$ cat src/logic/dma_chan_irq_pkg.sv
package dma_chan_irq_pkg;

  // =====================================================================
  // bus geometry
  // =====================================================================
  localparam int unsigned ADDR_W = 8;  // byte address bits decoded
  localparam int unsigned DATA_W = 32; // apb data width
  localparam int unsigned STRB_W = 4;  // byte lanes
  localparam int unsigned SIZE_W = 16; // size, pointer and count width
  localparam int unsigned IRQ_W = 8;   // interrupt number width
  localparam int unsigned NUM_EVT = 8; // flags in the control register
  localparam int unsigned NUM_MATCH = 6; // pointer comparators

  // =====================================================================
  // register offsets (byte addresses)
  // =====================================================================
  localparam logic [ADDR_W-1:0] OFS_INT_CTRL = 8'h00;  // channel_interrupt_control
  localparam logic [ADDR_W-1:0] OFS_SRC_START = 8'h04; // channel_source_start_address
  localparam logic [ADDR_W-1:0] OFS_EVT_CTRL = 8'h08;  // abort select and enable
  localparam logic [ADDR_W-1:0] OFS_SRC_SIZE = 8'h0C;  // source_size
  localparam logic [ADDR_W-1:0] OFS_DST_SIZE = 8'h10;  // destination_size
  localparam logic [ADDR_W-1:0] OFS_CELL_SIZE = 8'h14; // cell_size
  localparam logic [ADDR_W-1:0] OFS_POINTERS = 8'h18;  // live pointers, read only

  // =====================================================================
  // field positions
  // =====================================================================
  localparam int unsigned FLAG_LSB = 0;   // flags, bits 7..0
  localparam int unsigned IE_LSB = 16;    // enables, bits 23..16
  localparam int unsigned ASEL_LSB = 16;  // abort_irq_select, bits 23..16
  localparam int unsigned AEN_BIT = 3;    // abort_irq_enable
  localparam int unsigned PTR_DST_LSB = 16; // destination_pointer in pointer word
  localparam int unsigned FLAG_LANE = 0;  // byte lane of the flags
  localparam int unsigned IE_LANE = 2;    // byte lane of the enables
  localparam int unsigned ASEL_LANE = 2;  // byte lane of the abort select
  localparam int unsigned AEN_LANE = 0;   // byte lane of the abort enable

  // =====================================================================
  // reset values
  // =====================================================================
  localparam logic [NUM_EVT-1:0] RST_FLAGS = 8'h00;
  localparam logic [NUM_EVT-1:0] RST_IE = 8'h00;
  localparam logic [IRQ_W-1:0] RST_ASEL = 8'hFF;
  localparam logic RST_AEN = 1'b0;
  localparam logic [DATA_W-1:0] RST_WORD = 32'h0000_0000;
  localparam logic [SIZE_W-1:0] RST_SIZE = 16'h0000;

  // =====================================================================
  // carriers
  // =====================================================================
  // flag and enable layout, msb first as in the control register
  typedef struct packed {
    logic src_done;
    logic src_half;
    logic dst_done;
    logic dst_half;
    logic block_done;
    logic cell_done;
    logic abort;
    logic addr_error;
  } chan_flags_t;

  // one apb request as seen by the slave
  typedef struct packed {
    logic [ADDR_W-1:0] addr;
    logic write;
    logic [STRB_W-1:0] strb;
    logic [DATA_W-1:0] wdata;
  } apb_req_t;

endpackage

$ cat src/logic/dma_chan_irq.sv
// Design decisions made here: the APB slave port and the placing of the registers.
`timescale 1ns/1ps
module dma_chan_irq
(
  input wire logic clk_i,
  input wire logic rst_n_i,
  input wire logic ce_i,
  input wire logic psel_i,
  input wire logic penable_i,
  input wire logic pwrite_i,
  input wire logic [dma_chan_irq_pkg::ADDR_W-1:0] paddr_i,
  input wire logic [dma_chan_irq_pkg::STRB_W-1:0] pstrb_i,
  input wire logic [dma_chan_irq_pkg::DATA_W-1:0] pwdata_i,
  output logic [dma_chan_irq_pkg::DATA_W-1:0] prdata_o,
  output logic pready_o,
  output logic pslverr_o,
  input wire logic [dma_chan_irq_pkg::SIZE_W-1:0] src_ptr_i,
  input wire logic [dma_chan_irq_pkg::SIZE_W-1:0] dst_ptr_i,
  input wire logic [dma_chan_irq_pkg::SIZE_W-1:0] cell_cnt_i,
  input wire logic [dma_chan_irq_pkg::SIZE_W-1:0] block_cnt_i,
  input wire logic pattern_match_i,
  input wire logic addr_error_i,
  input wire logic irq_valid_i,
  input wire logic [dma_chan_irq_pkg::IRQ_W-1:0] irq_num_i,
  output logic abort_xfer_o,
  output logic [dma_chan_irq_pkg::DATA_W-1:0] src_start_addr_o,
  output logic chan_irq_o
);

  // =====================================================================
  // register state
  // =====================================================================
  dma_chan_irq_pkg::chan_flags_t flags_ff; // sticky event flags
  dma_chan_irq_pkg::chan_flags_t ie_ff;    // per-flag enables
  logic [dma_chan_irq_pkg::IRQ_W-1:0] asel_ff; // abort interrupt number
  logic aen_ff;                                // abort interrupt enable
  logic [dma_chan_irq_pkg::DATA_W-1:0] ssa_ff; // source start address
  logic [dma_chan_irq_pkg::SIZE_W-1:0] src_size_ff;
  logic [dma_chan_irq_pkg::SIZE_W-1:0] dst_size_ff;
  logic [dma_chan_irq_pkg::SIZE_W-1:0] cell_size_ff;
  logic [dma_chan_irq_pkg::DATA_W-1:0] prdata_ff; // captured read word
  logic rd_ok_ff;                                 // read word is ready
  logic abort_ff;                                 // abort pulse to datapath

  // =====================================================================
  // apb decode
  // =====================================================================
  dma_chan_irq_pkg::apb_req_t req; // bundled request
  logic [dma_chan_irq_pkg::DATA_W-1:0] bmask; // byte-lane write mask
  logic hit_ctrl, hit_ssa, hit_evt, hit_ssz, hit_dsz, hit_csz, hit_ptr;
  logic addr_hit; // any mapped word
  logic acc;      // access phase completing this cycle
  logic wr;       // write takes effect
  logic rd_load;  // read word capture

  assign req = '{addr: paddr_i, write: pwrite_i, strb: pstrb_i, wdata: pwdata_i};

  // expand byte strobes to a bit mask
  genvar gl;
  generate
    for (gl = 0; gl < dma_chan_irq_pkg::STRB_W; gl++)
    begin : g_lane
      assign bmask[gl*8 +: 8] = {8{req.strb[gl]}};
    end
  endgenerate

  assign hit_ctrl = (req.addr == dma_chan_irq_pkg::OFS_INT_CTRL);
  assign hit_ssa = (req.addr == dma_chan_irq_pkg::OFS_SRC_START);
  assign hit_evt = (req.addr == dma_chan_irq_pkg::OFS_EVT_CTRL);
  assign hit_ssz = (req.addr == dma_chan_irq_pkg::OFS_SRC_SIZE);
  assign hit_dsz = (req.addr == dma_chan_irq_pkg::OFS_DST_SIZE);
  assign hit_csz = (req.addr == dma_chan_irq_pkg::OFS_CELL_SIZE);
  assign hit_ptr = (req.addr == dma_chan_irq_pkg::OFS_POINTERS);
  assign addr_hit = hit_ctrl | hit_ssa | hit_evt | hit_ssz | hit_dsz | hit_csz | hit_ptr;

  // writes need no wait; reads need none either, the word being captured in the setup cycle
  assign pready_o = ce_i && psel_i && penable_i && (req.write || rd_ok_ff);
  assign pslverr_o = pready_o && !addr_hit;
  assign acc = pready_o;
  assign wr = acc && req.write && addr_hit;
  assign rd_load = ce_i && psel_i && !req.write && !rd_ok_ff;

  // =====================================================================
  // read mux; unimplemented bits read zero
  // =====================================================================
  logic [dma_chan_irq_pkg::DATA_W-1:0] word_ctrl, word_evt, word_ptr, rd_mux;

  assign word_ctrl = {8'h00, ie_ff, 8'h00, flags_ff};
  assign word_evt = (32'(asel_ff) << dma_chan_irq_pkg::ASEL_LSB)
                  | (32'(aen_ff) << dma_chan_irq_pkg::AEN_BIT);
  assign word_ptr = (32'(dst_ptr_i) << dma_chan_irq_pkg::PTR_DST_LSB) | 32'(src_ptr_i);
  assign rd_mux = hit_ctrl ? word_ctrl
                : hit_ssa ? ssa_ff
                : hit_evt ? word_evt
                : hit_ssz ? 32'(src_size_ff)
                : hit_dsz ? 32'(dst_size_ff)
                : hit_csz ? 32'(cell_size_ff)
                : hit_ptr ? word_ptr
                : dma_chan_irq_pkg::RST_WORD;

  // read capture: load once per transfer, release on completion
  always_ff @(posedge clk_i)
  begin
    if (!rst_n_i)
    begin
      prdata_ff <= dma_chan_irq_pkg::RST_WORD;
      rd_ok_ff <= 1'b0;
    end
    else if (ce_i)
    begin
      if (rd_load)
      begin
        prdata_ff <= rd_mux;
        rd_ok_ff <= 1'b1;
      end
      else if (acc || !psel_i)
        rd_ok_ff <= 1'b0;
    end
  end

  assign prdata_o = prdata_ff;

  // =====================================================================
  // configuration registers
  // =====================================================================
  logic [dma_chan_irq_pkg::DATA_W-1:0] nxt_ssa; // source start address merge

  // physical address is software's duty; hardware only stores it
  assign nxt_ssa = (ssa_ff & ~bmask) | (req.wdata & bmask);

  // enables, abort setup, start address and sizes
  always_ff @(posedge clk_i)
  begin
    if (!rst_n_i)
    begin
      ie_ff <= dma_chan_irq_pkg::RST_IE;
      asel_ff <= dma_chan_irq_pkg::RST_ASEL;
      aen_ff <= dma_chan_irq_pkg::RST_AEN;
      ssa_ff <= dma_chan_irq_pkg::RST_WORD;
      src_size_ff <= dma_chan_irq_pkg::RST_SIZE;
      dst_size_ff <= dma_chan_irq_pkg::RST_SIZE;
      cell_size_ff <= dma_chan_irq_pkg::RST_SIZE;
    end
    else if (ce_i && wr)
    begin
      if (hit_ctrl && req.strb[dma_chan_irq_pkg::IE_LANE])
        ie_ff <= req.wdata[dma_chan_irq_pkg::IE_LSB +: dma_chan_irq_pkg::NUM_EVT];
      if (hit_evt && req.strb[dma_chan_irq_pkg::ASEL_LANE])
        asel_ff <= req.wdata[dma_chan_irq_pkg::ASEL_LSB +: dma_chan_irq_pkg::IRQ_W];
      if (hit_evt && req.strb[dma_chan_irq_pkg::AEN_LANE])
        aen_ff <= req.wdata[dma_chan_irq_pkg::AEN_BIT];
      if (hit_ssa)
        ssa_ff <= nxt_ssa;
      if (hit_ssz)
        src_size_ff <= (src_size_ff & ~bmask[15:0]) | (req.wdata[15:0] & bmask[15:0]);
      if (hit_dsz)
        dst_size_ff <= (dst_size_ff & ~bmask[15:0]) | (req.wdata[15:0] & bmask[15:0]);
      if (hit_csz)
        cell_size_ff <= (cell_size_ff & ~bmask[15:0]) | (req.wdata[15:0] & bmask[15:0]);
    end
  end

  assign src_start_addr_o = ssa_ff;

  // =====================================================================
  // pointer comparators
  // =====================================================================
  logic [dma_chan_irq_pkg::SIZE_W-1:0] cmp_cur [dma_chan_irq_pkg::NUM_MATCH];
  logic [dma_chan_irq_pkg::SIZE_W-1:0] cmp_tgt [dma_chan_irq_pkg::NUM_MATCH];
  logic [dma_chan_irq_pkg::NUM_MATCH-1:0] cmp_hit; // one-shot hits
  logic [dma_chan_irq_pkg::SIZE_W-1:0] big_size;   // larger of the two sizes

  assign big_size = (src_size_ff > dst_size_ff) ? src_size_ff : dst_size_ff;
  assign cmp_cur[0] = src_ptr_i;
  assign cmp_tgt[0] = src_size_ff;
  assign cmp_cur[1] = src_ptr_i;
  assign cmp_tgt[1] = src_size_ff >> 1;
  assign cmp_cur[2] = dst_ptr_i;
  assign cmp_tgt[2] = dst_size_ff;
  assign cmp_cur[3] = dst_ptr_i;
  assign cmp_tgt[3] = dst_size_ff >> 1;
  assign cmp_cur[4] = block_cnt_i;
  assign cmp_tgt[4] = big_size;
  assign cmp_cur[5] = cell_cnt_i;
  assign cmp_tgt[5] = cell_size_ff;

  genvar gm;
  generate
    for (gm = 0; gm < dma_chan_irq_pkg::NUM_MATCH; gm++)
    begin : g_match
      match_pulse u_match
      (
        .clk_i(clk_i),
        .rst_n_i(rst_n_i),
        .ce_i(ce_i),
        .cur_i(cmp_cur[gm]),
        .tgt_i(cmp_tgt[gm]),
        .hit_o(cmp_hit[gm])
      );
    end
  endgenerate

  // =====================================================================
  // abort detection
  // =====================================================================
  logic abort_hit; // selected number seen while enabled

  // any of the 256 numbers may be chosen; disabled means fully ignored
  assign abort_hit = aen_ff && irq_valid_i && (irq_num_i == asel_ff);

  // one-cycle abort request toward the transfer engine
  always_ff @(posedge clk_i)
  begin
    if (!rst_n_i)
      abort_ff <= 1'b0;
    else if (ce_i)
      abort_ff <= abort_hit;
  end

  assign abort_xfer_o = abort_ff;

  // =====================================================================
  // sticky flags and interrupt
  // =====================================================================
  dma_chan_irq_pkg::chan_flags_t flag_set, flag_clr, nxt_flags;

  assign flag_set = '{src_done: cmp_hit[0],
                      src_half: cmp_hit[1],
                      dst_done: cmp_hit[2],
                      dst_half: cmp_hit[3],
                      block_done: cmp_hit[4] | pattern_match_i,
                      cell_done: cmp_hit[5],
                      abort: abort_hit,
                      addr_error: addr_error_i};
  // writing zero clears, writing one leaves the flag alone
  assign flag_clr = (wr && hit_ctrl && req.strb[dma_chan_irq_pkg::FLAG_LANE])
                  ? ~req.wdata[dma_chan_irq_pkg::FLAG_LSB +: dma_chan_irq_pkg::NUM_EVT]
                  : dma_chan_irq_pkg::RST_FLAGS;
  // a new event in the clearing cycle is kept
  assign nxt_flags = flag_set | (flags_ff & ~flag_clr);

  // flag register
  always_ff @(posedge clk_i)
  begin
    if (!rst_n_i)
      flags_ff <= dma_chan_irq_pkg::RST_FLAGS;
    else if (ce_i)
      flags_ff <= nxt_flags;
  end

  assign chan_irq_o = |(flags_ff & ie_ff);

  // =====================================================================
  // checks
  // =====================================================================
  a_irq_tracks_enables: assert property (@(posedge clk_i) disable iff (!rst_n_i)
    ce_i && (|(flag_set & ie_ff)) && !(wr && hit_ctrl) |=> chan_irq_o)
    else $error("enabled event did not raise the interrupt");

  a_abort_sets_flag: assert property (@(posedge clk_i) disable iff (!rst_n_i)
    ce_i && aen_ff && irq_valid_i && irq_num_i == asel_ff |=> flags_ff.abort && abort_xfer_o)
    else $error("matching abort number did not abort");

  a_abort_disabled: assert property (@(posedge clk_i) disable iff (!rst_n_i)
    ce_i && !aen_ff |=> !abort_xfer_o)
    else $error("abort fired while disabled");

  a_ctrl_reserved: assert property (@(posedge clk_i) disable iff (!rst_n_i)
    rd_load && hit_ctrl |=> prdata_o[31:24] == 8'h00 && prdata_o[15:8] == 8'h00)
    else $error("reserved control bits not zero");

  a_ie_reset_zero: assert property (@(posedge clk_i)
    !rst_n_i |=> ie_ff == dma_chan_irq_pkg::RST_IE && !chan_irq_o)
    else $error("enables not cleared by reset");

  a_src_done_set: assert property (@(posedge clk_i) disable iff (!rst_n_i)
    ce_i && src_size_ff != 16'h0000 && src_ptr_i == src_size_ff && !$past(src_ptr_i == src_size_ff)
    && $stable(src_size_ff) |=> flags_ff.src_done)
    else $error("source done not flagged");

  a_flag_sticky: assert property (@(posedge clk_i) disable iff (!rst_n_i)
    flags_ff.addr_error && !(wr && hit_ctrl) |=> flags_ff.addr_error)
    else $error("flag dropped without a clearing write");

  a_set_beats_clear: assert property (@(posedge clk_i) disable iff (!rst_n_i)
    ce_i && addr_error_i |=> flags_ff.addr_error)
    else $error("address error lost");

  a_pattern_block: assert property (@(posedge clk_i) disable iff (!rst_n_i)
    ce_i && pattern_match_i |=> flags_ff.block_done ##1 flags_ff.block_done || $past(wr))
    else $error("pattern match did not flag block end");

endmodule

$ cat src/logic/match_pulse.sv
`timescale 1ns/1ps
// =====================================================================
// one-shot compare: pulses once when cur first equals a nonzero target
// =====================================================================
module match_pulse
(
  input wire logic clk_i,
  input wire logic rst_n_i,
  input wire logic ce_i,
  input wire logic [dma_chan_irq_pkg::SIZE_W-1:0] cur_i,
  input wire logic [dma_chan_irq_pkg::SIZE_W-1:0] tgt_i,
  output logic hit_o
);

  logic eq_ff; // equality seen last cycle
  logic eq;    // equality now

  // a zero target is treated as unprogrammed so reset pointers do not fire
  assign eq = (cur_i == tgt_i) && (tgt_i != '0);

  // rising edge only, so a flag cleared while the pointer rests does not re-set
  assign hit_o = eq && !eq_ff;

  // previous-match register
  always_ff @(posedge clk_i)
  begin
    if (!rst_n_i)
      eq_ff <= 1'b0;
    else if (ce_i)
      eq_ff <= eq;
  end

endmodule

$ cat config.mk
export PLATFORM = sky130hd
export DESIGN_NAME = dma_chan_irq
export DESIGN_NICKNAME = d
export VERILOG_FILES = /design/src/logic/dma_chan_irq_pkg.sv /design/src/logic/dma_chan_irq.sv /design/src/logic/match_pulse.sv
export SDC_FILE = /design/constraint.sdc
export NUM_CORES = 1
export LEC_CHECK = 0
export ABC_AREA = 1
export BUFFER_PORTS_ARGS = -buffer_cell sky130_fd_sc_hd__buf_2
export CORE_MARGIN = 8
export CORE_UTILIZATION = 45
export CTS_CLUSTER_DIAMETER = 40
export DETAILED_ROUTE_END_ITERATION = 10
export GPL_TIMING_DRIVEN = 0
export HOLD_SLACK_MARGIN = 0.02
export PLACE_DENSITY_LB_ADDON = 0.2
export SLEW_MARGIN = 40
export SYNTH_ARGS = -nofsm -noshare
export SYNTH_HDL_FRONTEND = slang
export SYNTH_SLANG_ARGS = --single-unit
$ cat constraint.sdc
create_clock -name clk_i -period 2.1 [get_ports clk_i]
set_input_delay 0.105 -clock clk_i [delete_from_list [all_inputs] [get_ports clk_i]]
set_output_delay 0.105 -clock clk_i [all_outputs]
set_load 0.005 [all_outputs]
==> results_dict.tcl, run 1 <==
set metrics [dict create \
    grt_usage_pct 29.7 \
    seq_power_share_pct 42.6 \
    path_cells "clkinvlp_4, ha_4, a21oi_2, o21ai_1, nor2_2, nand2_4, buf_8, clkbuf_16, nand3_2, nand3_2, nand2_2, nand3_1, nor2_1, nand2_1, nor2_2, nand3_2, a21oi_2" \
    cts_tree "built" \
    clkLatencyLatePin_ns 0.43 \
    outcome "finished with violations" \
    p_switching_mw 1.71 \
    regToRegEndpoint "flags_ff[3]" \
    regArea_um2 2960 \
    min_period_over_period_pct 120 \
    initial_utilization_pct 45.3 \
    crit_top_cell "nand3_2" \
    violations "setup timing" \
    nets 1624 \
    synthAdderAreaFrac_pct 2.29 \
    utilization_pct 60.0 \
    swShare_pct 26.5 \
    ys_warn_count 0 \
    skew_ns 0.0106 \
    fp.coreArea_um2 19300 \
    dr.pass1.iters 5 \
    nFillCells 1854 \
    fin_total_pwr_mw 6.46 \
    port_buffers 192 \
    placed_cell_area_um2 10100 \
    worstHoldStart "pwdata_i[14]" \
    netlist_area_um2 8720 \
    leakage_nw 5.15 \
    finish.instance_area_um2 11600 \
    cap_violations 0 \
    totalWireLength_um 36900 \
    cp-end-kind "flop" \
    ys_seq_area_share_pct 33.3 \
    gp_congestion 1.01 \
    multi_input_area_um2 5220 \
    die_width_um 155 \
    crit_fanout 6 \
    arrival_ns 2.88 \
    synth_top_family_by_area "simple AND/OR/NAND/NOR gates" \
    area_growth_pct 32.6 \
    grt_pass1_vias 9665 \
    cts.clk_slew.worst_paths_ns 0.07 \
    grt_overflow 0 \
    drt-wirelength-per-cell_um 21.0 \
    slowest_delay_ns 0.39 \
    final_max_slew_viol_count 0 \
    reg2regPathDepth 17 \
    synthArstFlopShare_pct 0 \
    final_common_cell "nand2_1" \
    synth.area.top_cells "dfxtp_1 (33%), nand2_1 (10%), inv_1 (6.6%)" \
    initialDrtViolationCount 1002 \
    synth_enable_flop_cells 0 \
    p_clk_share_pct 48.9 \
    synth_mux_area_share_pct 0 \
    start_kind "flop" \
    hold_viol_final 0 \
    grt_pass1_wl_um 55000 \
    vdd_drop_max_v 0.000572 \
    vias 10100 \
    synth_xor_area_share_pct 3.20 \
    numCtsBuffers 17 \
    p_int_mw 4.75 \
    viasPerCell 5.73 \
    rsz0062_at_grt "true" \
    synth_seq_cells 145 \
    synth-compound-area-share_pct 22.9 \
    synth.avg_cell_area_um2 7.16 \
    cts.sinks 145 \
    hp-class "in2reg" \
    io_pins 193 \
    placementRows 51 \
    final_cell_mix "nand2_1 (220), buf_2 (198), inv_1 (140)" \
    max_slew_margin_pct 45.3 \
    synth-simple-area-share_pct 27.9 \
    h-tree-depth 4 \
    hold-path-cell-count 3 \
    die_height_um 155 \
    antenna_found_initial 0 \
    slowest_stage "dfxtp_4" \
    drc_errors 0 \
    post-place-ws_ns -0.639 \
    setup_slack_ns -0.414 \
    synth_top_area_share_pct 33.3 \
    finalCriticalPeriod_ns 2.51 \
    p_per_area_nw_per_um2 558 \
    die-area_um2 24100 \
    root_buffer "clkbuf_16" \
    finalSetupTns_ns -0.741 \
    fmax_mhz 398 \
    synth-main-ff-cell "dfxtp_1" \
    synth_top_area_cell "dfxtp_1" \
    grt_max_degree 17 \
    comb_power_share_pct 8.6 \
    setup_viol 2 \
    syn_nets 1360 \
    synth.distinct_cells 54 \
    final_antenna_net_count 0 \
    ff2ff_setup_slack_ns -0.41 \
    num_antenna_cells 0 \
    cts.path.max_buffers 2 \
    dp_hpwl_um 28000 \
    path_class "reg2reg" \
    cp_data_required_time_ns 2.46 \
    drive_gt1_share_pct 28.7 \
    tightestPinTransition_ns 0.821 \
    synthCells 1219 \
]
## power groups by stage
stage / Clock [mW] / Combinational [mW] / Sequential [mW]
detailed placement: 0 / 0.490 / 2.82
global route: 3.27 / 0.590 / 2.75
finish: 3.16 / 0.552 / 2.75
floorplan: 0 / 0.213 / 2.82
global placement: 0 / 0.489 / 2.82
CTS: 3.16 / 0.530 / 2.75
## cells in the mapped netlist, types with 2 or more instances
cell / number
xnor2_1: 22
nand3b_1: 7
nand2_4: 5
nand4_1: 19
a211oi_2: 9
nand2_1: 232
inv_2: 8
buf_4: 3
nor2_1: 103
nor2_4: 7
a21oi_1: 92
o21ai_1: 14
nand2_2: 5
o211ai_1: 6
dfxtp_1: 145
xor2_1: 8
inv_1: 154
nor2_2: 6
buf_6: 8
a211oi_1: 44
a221oi_1: 18
nor3_1: 10
o2111ai_1: 4
nand3_2: 9
nand3_1: 54
buf_1: 6
o21ai_0: 70
a31oi_1: 2
buf_2: 6
or2_2: 13
nor4_1: 16
ha_1: 16
o22ai_1: 31
o21a_1: 2
clkbuf_1: 24
o221ai_1: 15
nor2_8: 7
inv_4: 2
or4_1: 2
## per-layer routing
metal,up-vias,track usage [%],wire (um)
met5,-,0,0
met4,0,16.3,1800
met2,592,45.5,16200
met1,4688,38.6,15300
li1,4700,-,-
met3,110,6.32,3650
## worst max-delay path, delay by kind of cell, from the launching register on
family / cells / cell delay [ns]
AO/OA/AOI/OAI: 3 / 0.37
adder cells (fa/ha/maj): 1 / 0.29
buffers and inverters: 3 / 0.45
flip-flops: 1 / 0.39
AND/OR/NAND/NOR: 10 / 0.94
## what timing repair did
item                                    CTS  global route
gates cloned                              1             1
hold buffers                             27             0
pin swaps                                11            31
hold endpoints to repair                 43             0
resized for setup                        27            55
buffers inserted                          8            16
endpoints found under the setup margin    2             6
## through the flow
stage / hold slack, ns / cells
floorplan: 0.240 / 1219
global placement: 0.373 / 1676
detailed placement: 0.379 / 1676
CTS: 0.0207 / 1744
global route: 0.0327 / 1761
finish: 0.0322 / 1761
## cell type report
class                           count  area share, %
Clock inverter                     14           1.47
Timing Repair Buffer              245           12.9
Clock buffer                       18           3.71
Tap cell                          265           2.87
Buffer                             49           2.81
Inverter                          165           5.54
Multi-Input combinational cell    860           45.1
Sequential cell                   145           25.6
## cell families (layout without fill, tap and decap cells)
logic type / count (synthesis) / count (layout)
flops: 145 / 145
xor+xnor: 31 / 31
buf+inv: 214 / 491
fa+ha+maj: 16 / 16
compound gates: 314 / 314
simple gates: 499 / 499
## how the worst max path moves through the flow
stage,endpoint,depth (start not counted)
CTS,flags_ff[3],16
floorplan,flags_ff[3],19
global placement,flags_ff[3],17
finish,flags_ff[3],17
detailed placement,flags_ff[3],17
global route,flags_ff[3],17
Power figures use the tool's default switching activity.
==> run 2, diff against run 1 <==
--- a/config.mk
+++ b/config.mk
@@ -5,7 +5,7 @@
 export SDC_FILE = /design/constraint.sdc
 export NUM_CORES = 1
 export LEC_CHECK = 0
-export ABC_AREA = 1
+export ABC_AREA = 0
 export BUFFER_PORTS_ARGS = -buffer_cell sky130_fd_sc_hd__buf_2
 export CORE_MARGIN = 8
 export CORE_UTILIZATION = 45
==> results_dict.tcl, run 2 <==
set metrics [dict create \
    outcome "finished with violations" \
    violations "setup timing" \
    leakage_nw 4.58 \
    min_period_over_period_pct 116 \
    dr.pass1.iters 8 \
    path_class "reg2reg" \
    setup_slack_ns -0.345 \
    initial_utilization_pct 45.5 \
    dp_hpwl_um 26100 \
    crit_fanout 4 \
    synth_mux_area_share_pct 4.09 \
    finalCriticalPeriod_ns 2.45 \
    grt_usage_pct 28.6 \
    cts.path.max_buffers 2 \
    antenna_found_initial 0 \
    port_buffers 191 \
    initialDrtViolationCount 1041 \
    final_cell_mix "buf_2 (210), dfxtp_1 (135), nand2_1 (105)" \
    cap_violations 0 \
    synth_enable_flop_cells 0 \
    p_per_area_nw_per_um2 589 \
    syn_nets 1152 \
    seq_power_share_pct 43.3 \
    p_int_mw 4.72 \
    max_slew_margin_pct 49.4 \
    numCtsBuffers 17 \
    synth.distinct_cells 56 \
    fp.coreArea_um2 18500 \
    nets 1405 \
    totalWireLength_um 34400 \
    p_clk_share_pct 47.0 \
    comb_power_share_pct 9.6 \
    grt_max_degree 17 \
    p_switching_mw 1.72 \
    clkLatencyLatePin_ns 0.44 \
    ys_warn_count 0 \
    final_antenna_net_count 0 \
    placementRows 50 \
    final_max_slew_viol_count 0 \
    hp-class "in2reg" \
    grt_pass1_vias 8927 \
    cts.sinks 145 \
    start_kind "flop" \
    synth_seq_cells 145 \
    drt-wirelength-per-cell_um 22.8 \
    gp_congestion 0.973 \
    fin_total_pwr_mw 6.44 \
    grt_pass1_wl_um 52000 \
    fmax_mhz 409 \
    die_height_um 153 \
    io_pins 193 \
    regArea_um2 2920 \
    viasPerCell 5.93 \
    hold_viol_final 0 \
    cts.clk_slew.worst_paths_ns 0.07 \
    multi_input_area_um2 5170 \
    rsz0062_at_grt "true" \
    synthAdderAreaFrac_pct 2.38 \
    tightestPinTransition_ns 0.740 \
    synth-main-ff-cell "dfxtp_1" \
    die-area_um2 23300 \
    synth.avg_cell_area_um2 8.33 \
    synth-compound-area-share_pct 18.9 \
    vias 8967 \
    synthCells 1011 \
    synth_top_area_share_pct 34.5 \
    synth-simple-area-share_pct 23.1 \
    cp_data_required_time_ns 2.42 \
    synthArstFlopShare_pct 0 \
    drc_errors 0 \
    synth_xor_area_share_pct 11.0 \
    synth_top_area_cell "dfxtp_1" \
    area_growth_pct 29.9 \
    synth.most_common_cell "dfxtp_1" \
    cp-end-kind "flop" \
    root_buffer "clkbuf_16" \
    ys_seq_area_share_pct 34.5 \
    drive_gt1_share_pct 27.4 \
    swShare_pct 26.7 \
    nFillCells 1656 \
    synth_top_family_by_area "simple AND/OR/NAND/NOR gates" \
    skew_ns 0.0109 \
    die_width_um 153 \
    utilization_pct 59.1 \
    final_common_cell "buf_2" \
    netlist_area_um2 8420 \
    synthTopCellsByCount "dfxtp_1 (145), nand2_1 (106), nand3_1 (98), a21boi_1 (63), xor2_1 (63)" \
    vdd_drop_max_v 0.000617 \
    grt_overflow 0 \
    num_antenna_cells 0 \
    cts_tree "built" \
    h-tree-depth 4 \
    arrival_ns 2.76 \
    synth.area.top_cells "dfxtp_1 (34%), xor2_1 (6.6%), nand3_1 (5.8%)" \
    setup_viol 2 \
]
[run 2: cell types whose count changed after synthesis, moves of 21 or more]
| cell | delta |
|---|---|
| a211oi_1 | -43 |
| a21boi_1 | +63 |
| a21oi_1 | -48 |
| clkbuf_1 | +32 |
| inv_1 | -130 |
| mux2i_1 | +22 |
| nand2_1 | -126 |
| nand3_1 | +44 |
| nor2_1 | -80 |
| nor2b_1 | +31 |
| o21ai_0 | -41 |
| o22ai_1 | -29 |
| xnor2_1 | +21 |
| xor2_1 | +55 |
[run 2: worst max-delay path: stages, from the launching register on]
cell and delay [ns]:
dfxtp_1 0.32, clkbuf_8 0.13, inv_1 0.04, ha_1 0.28, nand4_1 0.11, a311oi_2 0.10
a211o_1 0.32, o31a_1 0.38, mux2_4 0.32, o211ai_1 0.19, o31ai_2 0.12
[run 2: metal layers]
| metal | GRT usage, % | share of wire (%) | wire [um] |
|---|---|---|---|
| met4 | 11.8 | 3.3 | 1140 |
| met2 | 44.7 | 44 | 15200 |
| met5 | 0 | 0 | 0 |
| met1 | 37.6 | 42 | 14400 |
| met3 | 6.21 | 11 | 3700 |
[run 2: path summary, 6_finish.rpt]
path                       startpoint  depth (start not counted)           end  slack, ns
min reg2reg  g_match[4].u_match.eq_ff                          1   flags_ff[3]       0.47
min                      dst_ptr_i[1]                          3  prdata_o[17]       0.02
max reg2reg                      flop                         10   flags_ff[3]      -0.35
max                              flop                         10   flags_ff[3]      -0.35
[run 2: final cells by class]
class	count	share of cell area, %
clock inverters	15	1.37
repair buffers	244	13.1
well taps	234	2.68
multi-input cells	752	47.2
flip-flops and latches	145	26.7
clock buffers	17	3.89
inverters	24	0.869
plain buffers	80	4.17
[run 2: through the flow]
stage	std cells	cell area, um^2	TNS [ns]	setup slack [ns]	hold slack [ns]
after floorplan	1011	8600	-0.0460	-0.0292	0.251
after global placement	1436	9850	-28.07	-0.545	0.364
after detailed placement	1436	9850	-28.51	-0.513	0.374
after CTS	1512	10900	-0.587	-0.296	0.0244
after global routing	1511	10900	-1.00	-0.481	0.0451
final	1511	10900	-0.687	-0.345	0.0227
[run 2: kinds of logic (layout without fill, tap and decap cells)]
family,after synthesis,after routing
buf+inv,114,380
fa+ha+maj,16,16
flops,145,145
simple gates,371,371
mux,32,32
xor+xnor,106,106
compound gates,227,227
[run 2: timing repair]
item,CTS,global route
setup endpoints to repair,4,12
hold endpoints to repair,84,0
resized for setup,23,26
setup buffers,14,6
hold buffers,33,0
pin swaps,12,12
[run 2: power by group through the flow]
stage	clock network [mW]	registers, mW	logic [mW]
after floorplan	0	2.85	0.239
after global placement	0	2.85	0.554
after detailed placement	0	2.85	0.556
after CTS	3.02	2.79	0.607
after global routing	3.13	2.79	0.656
final	3.03	2.79	0.621
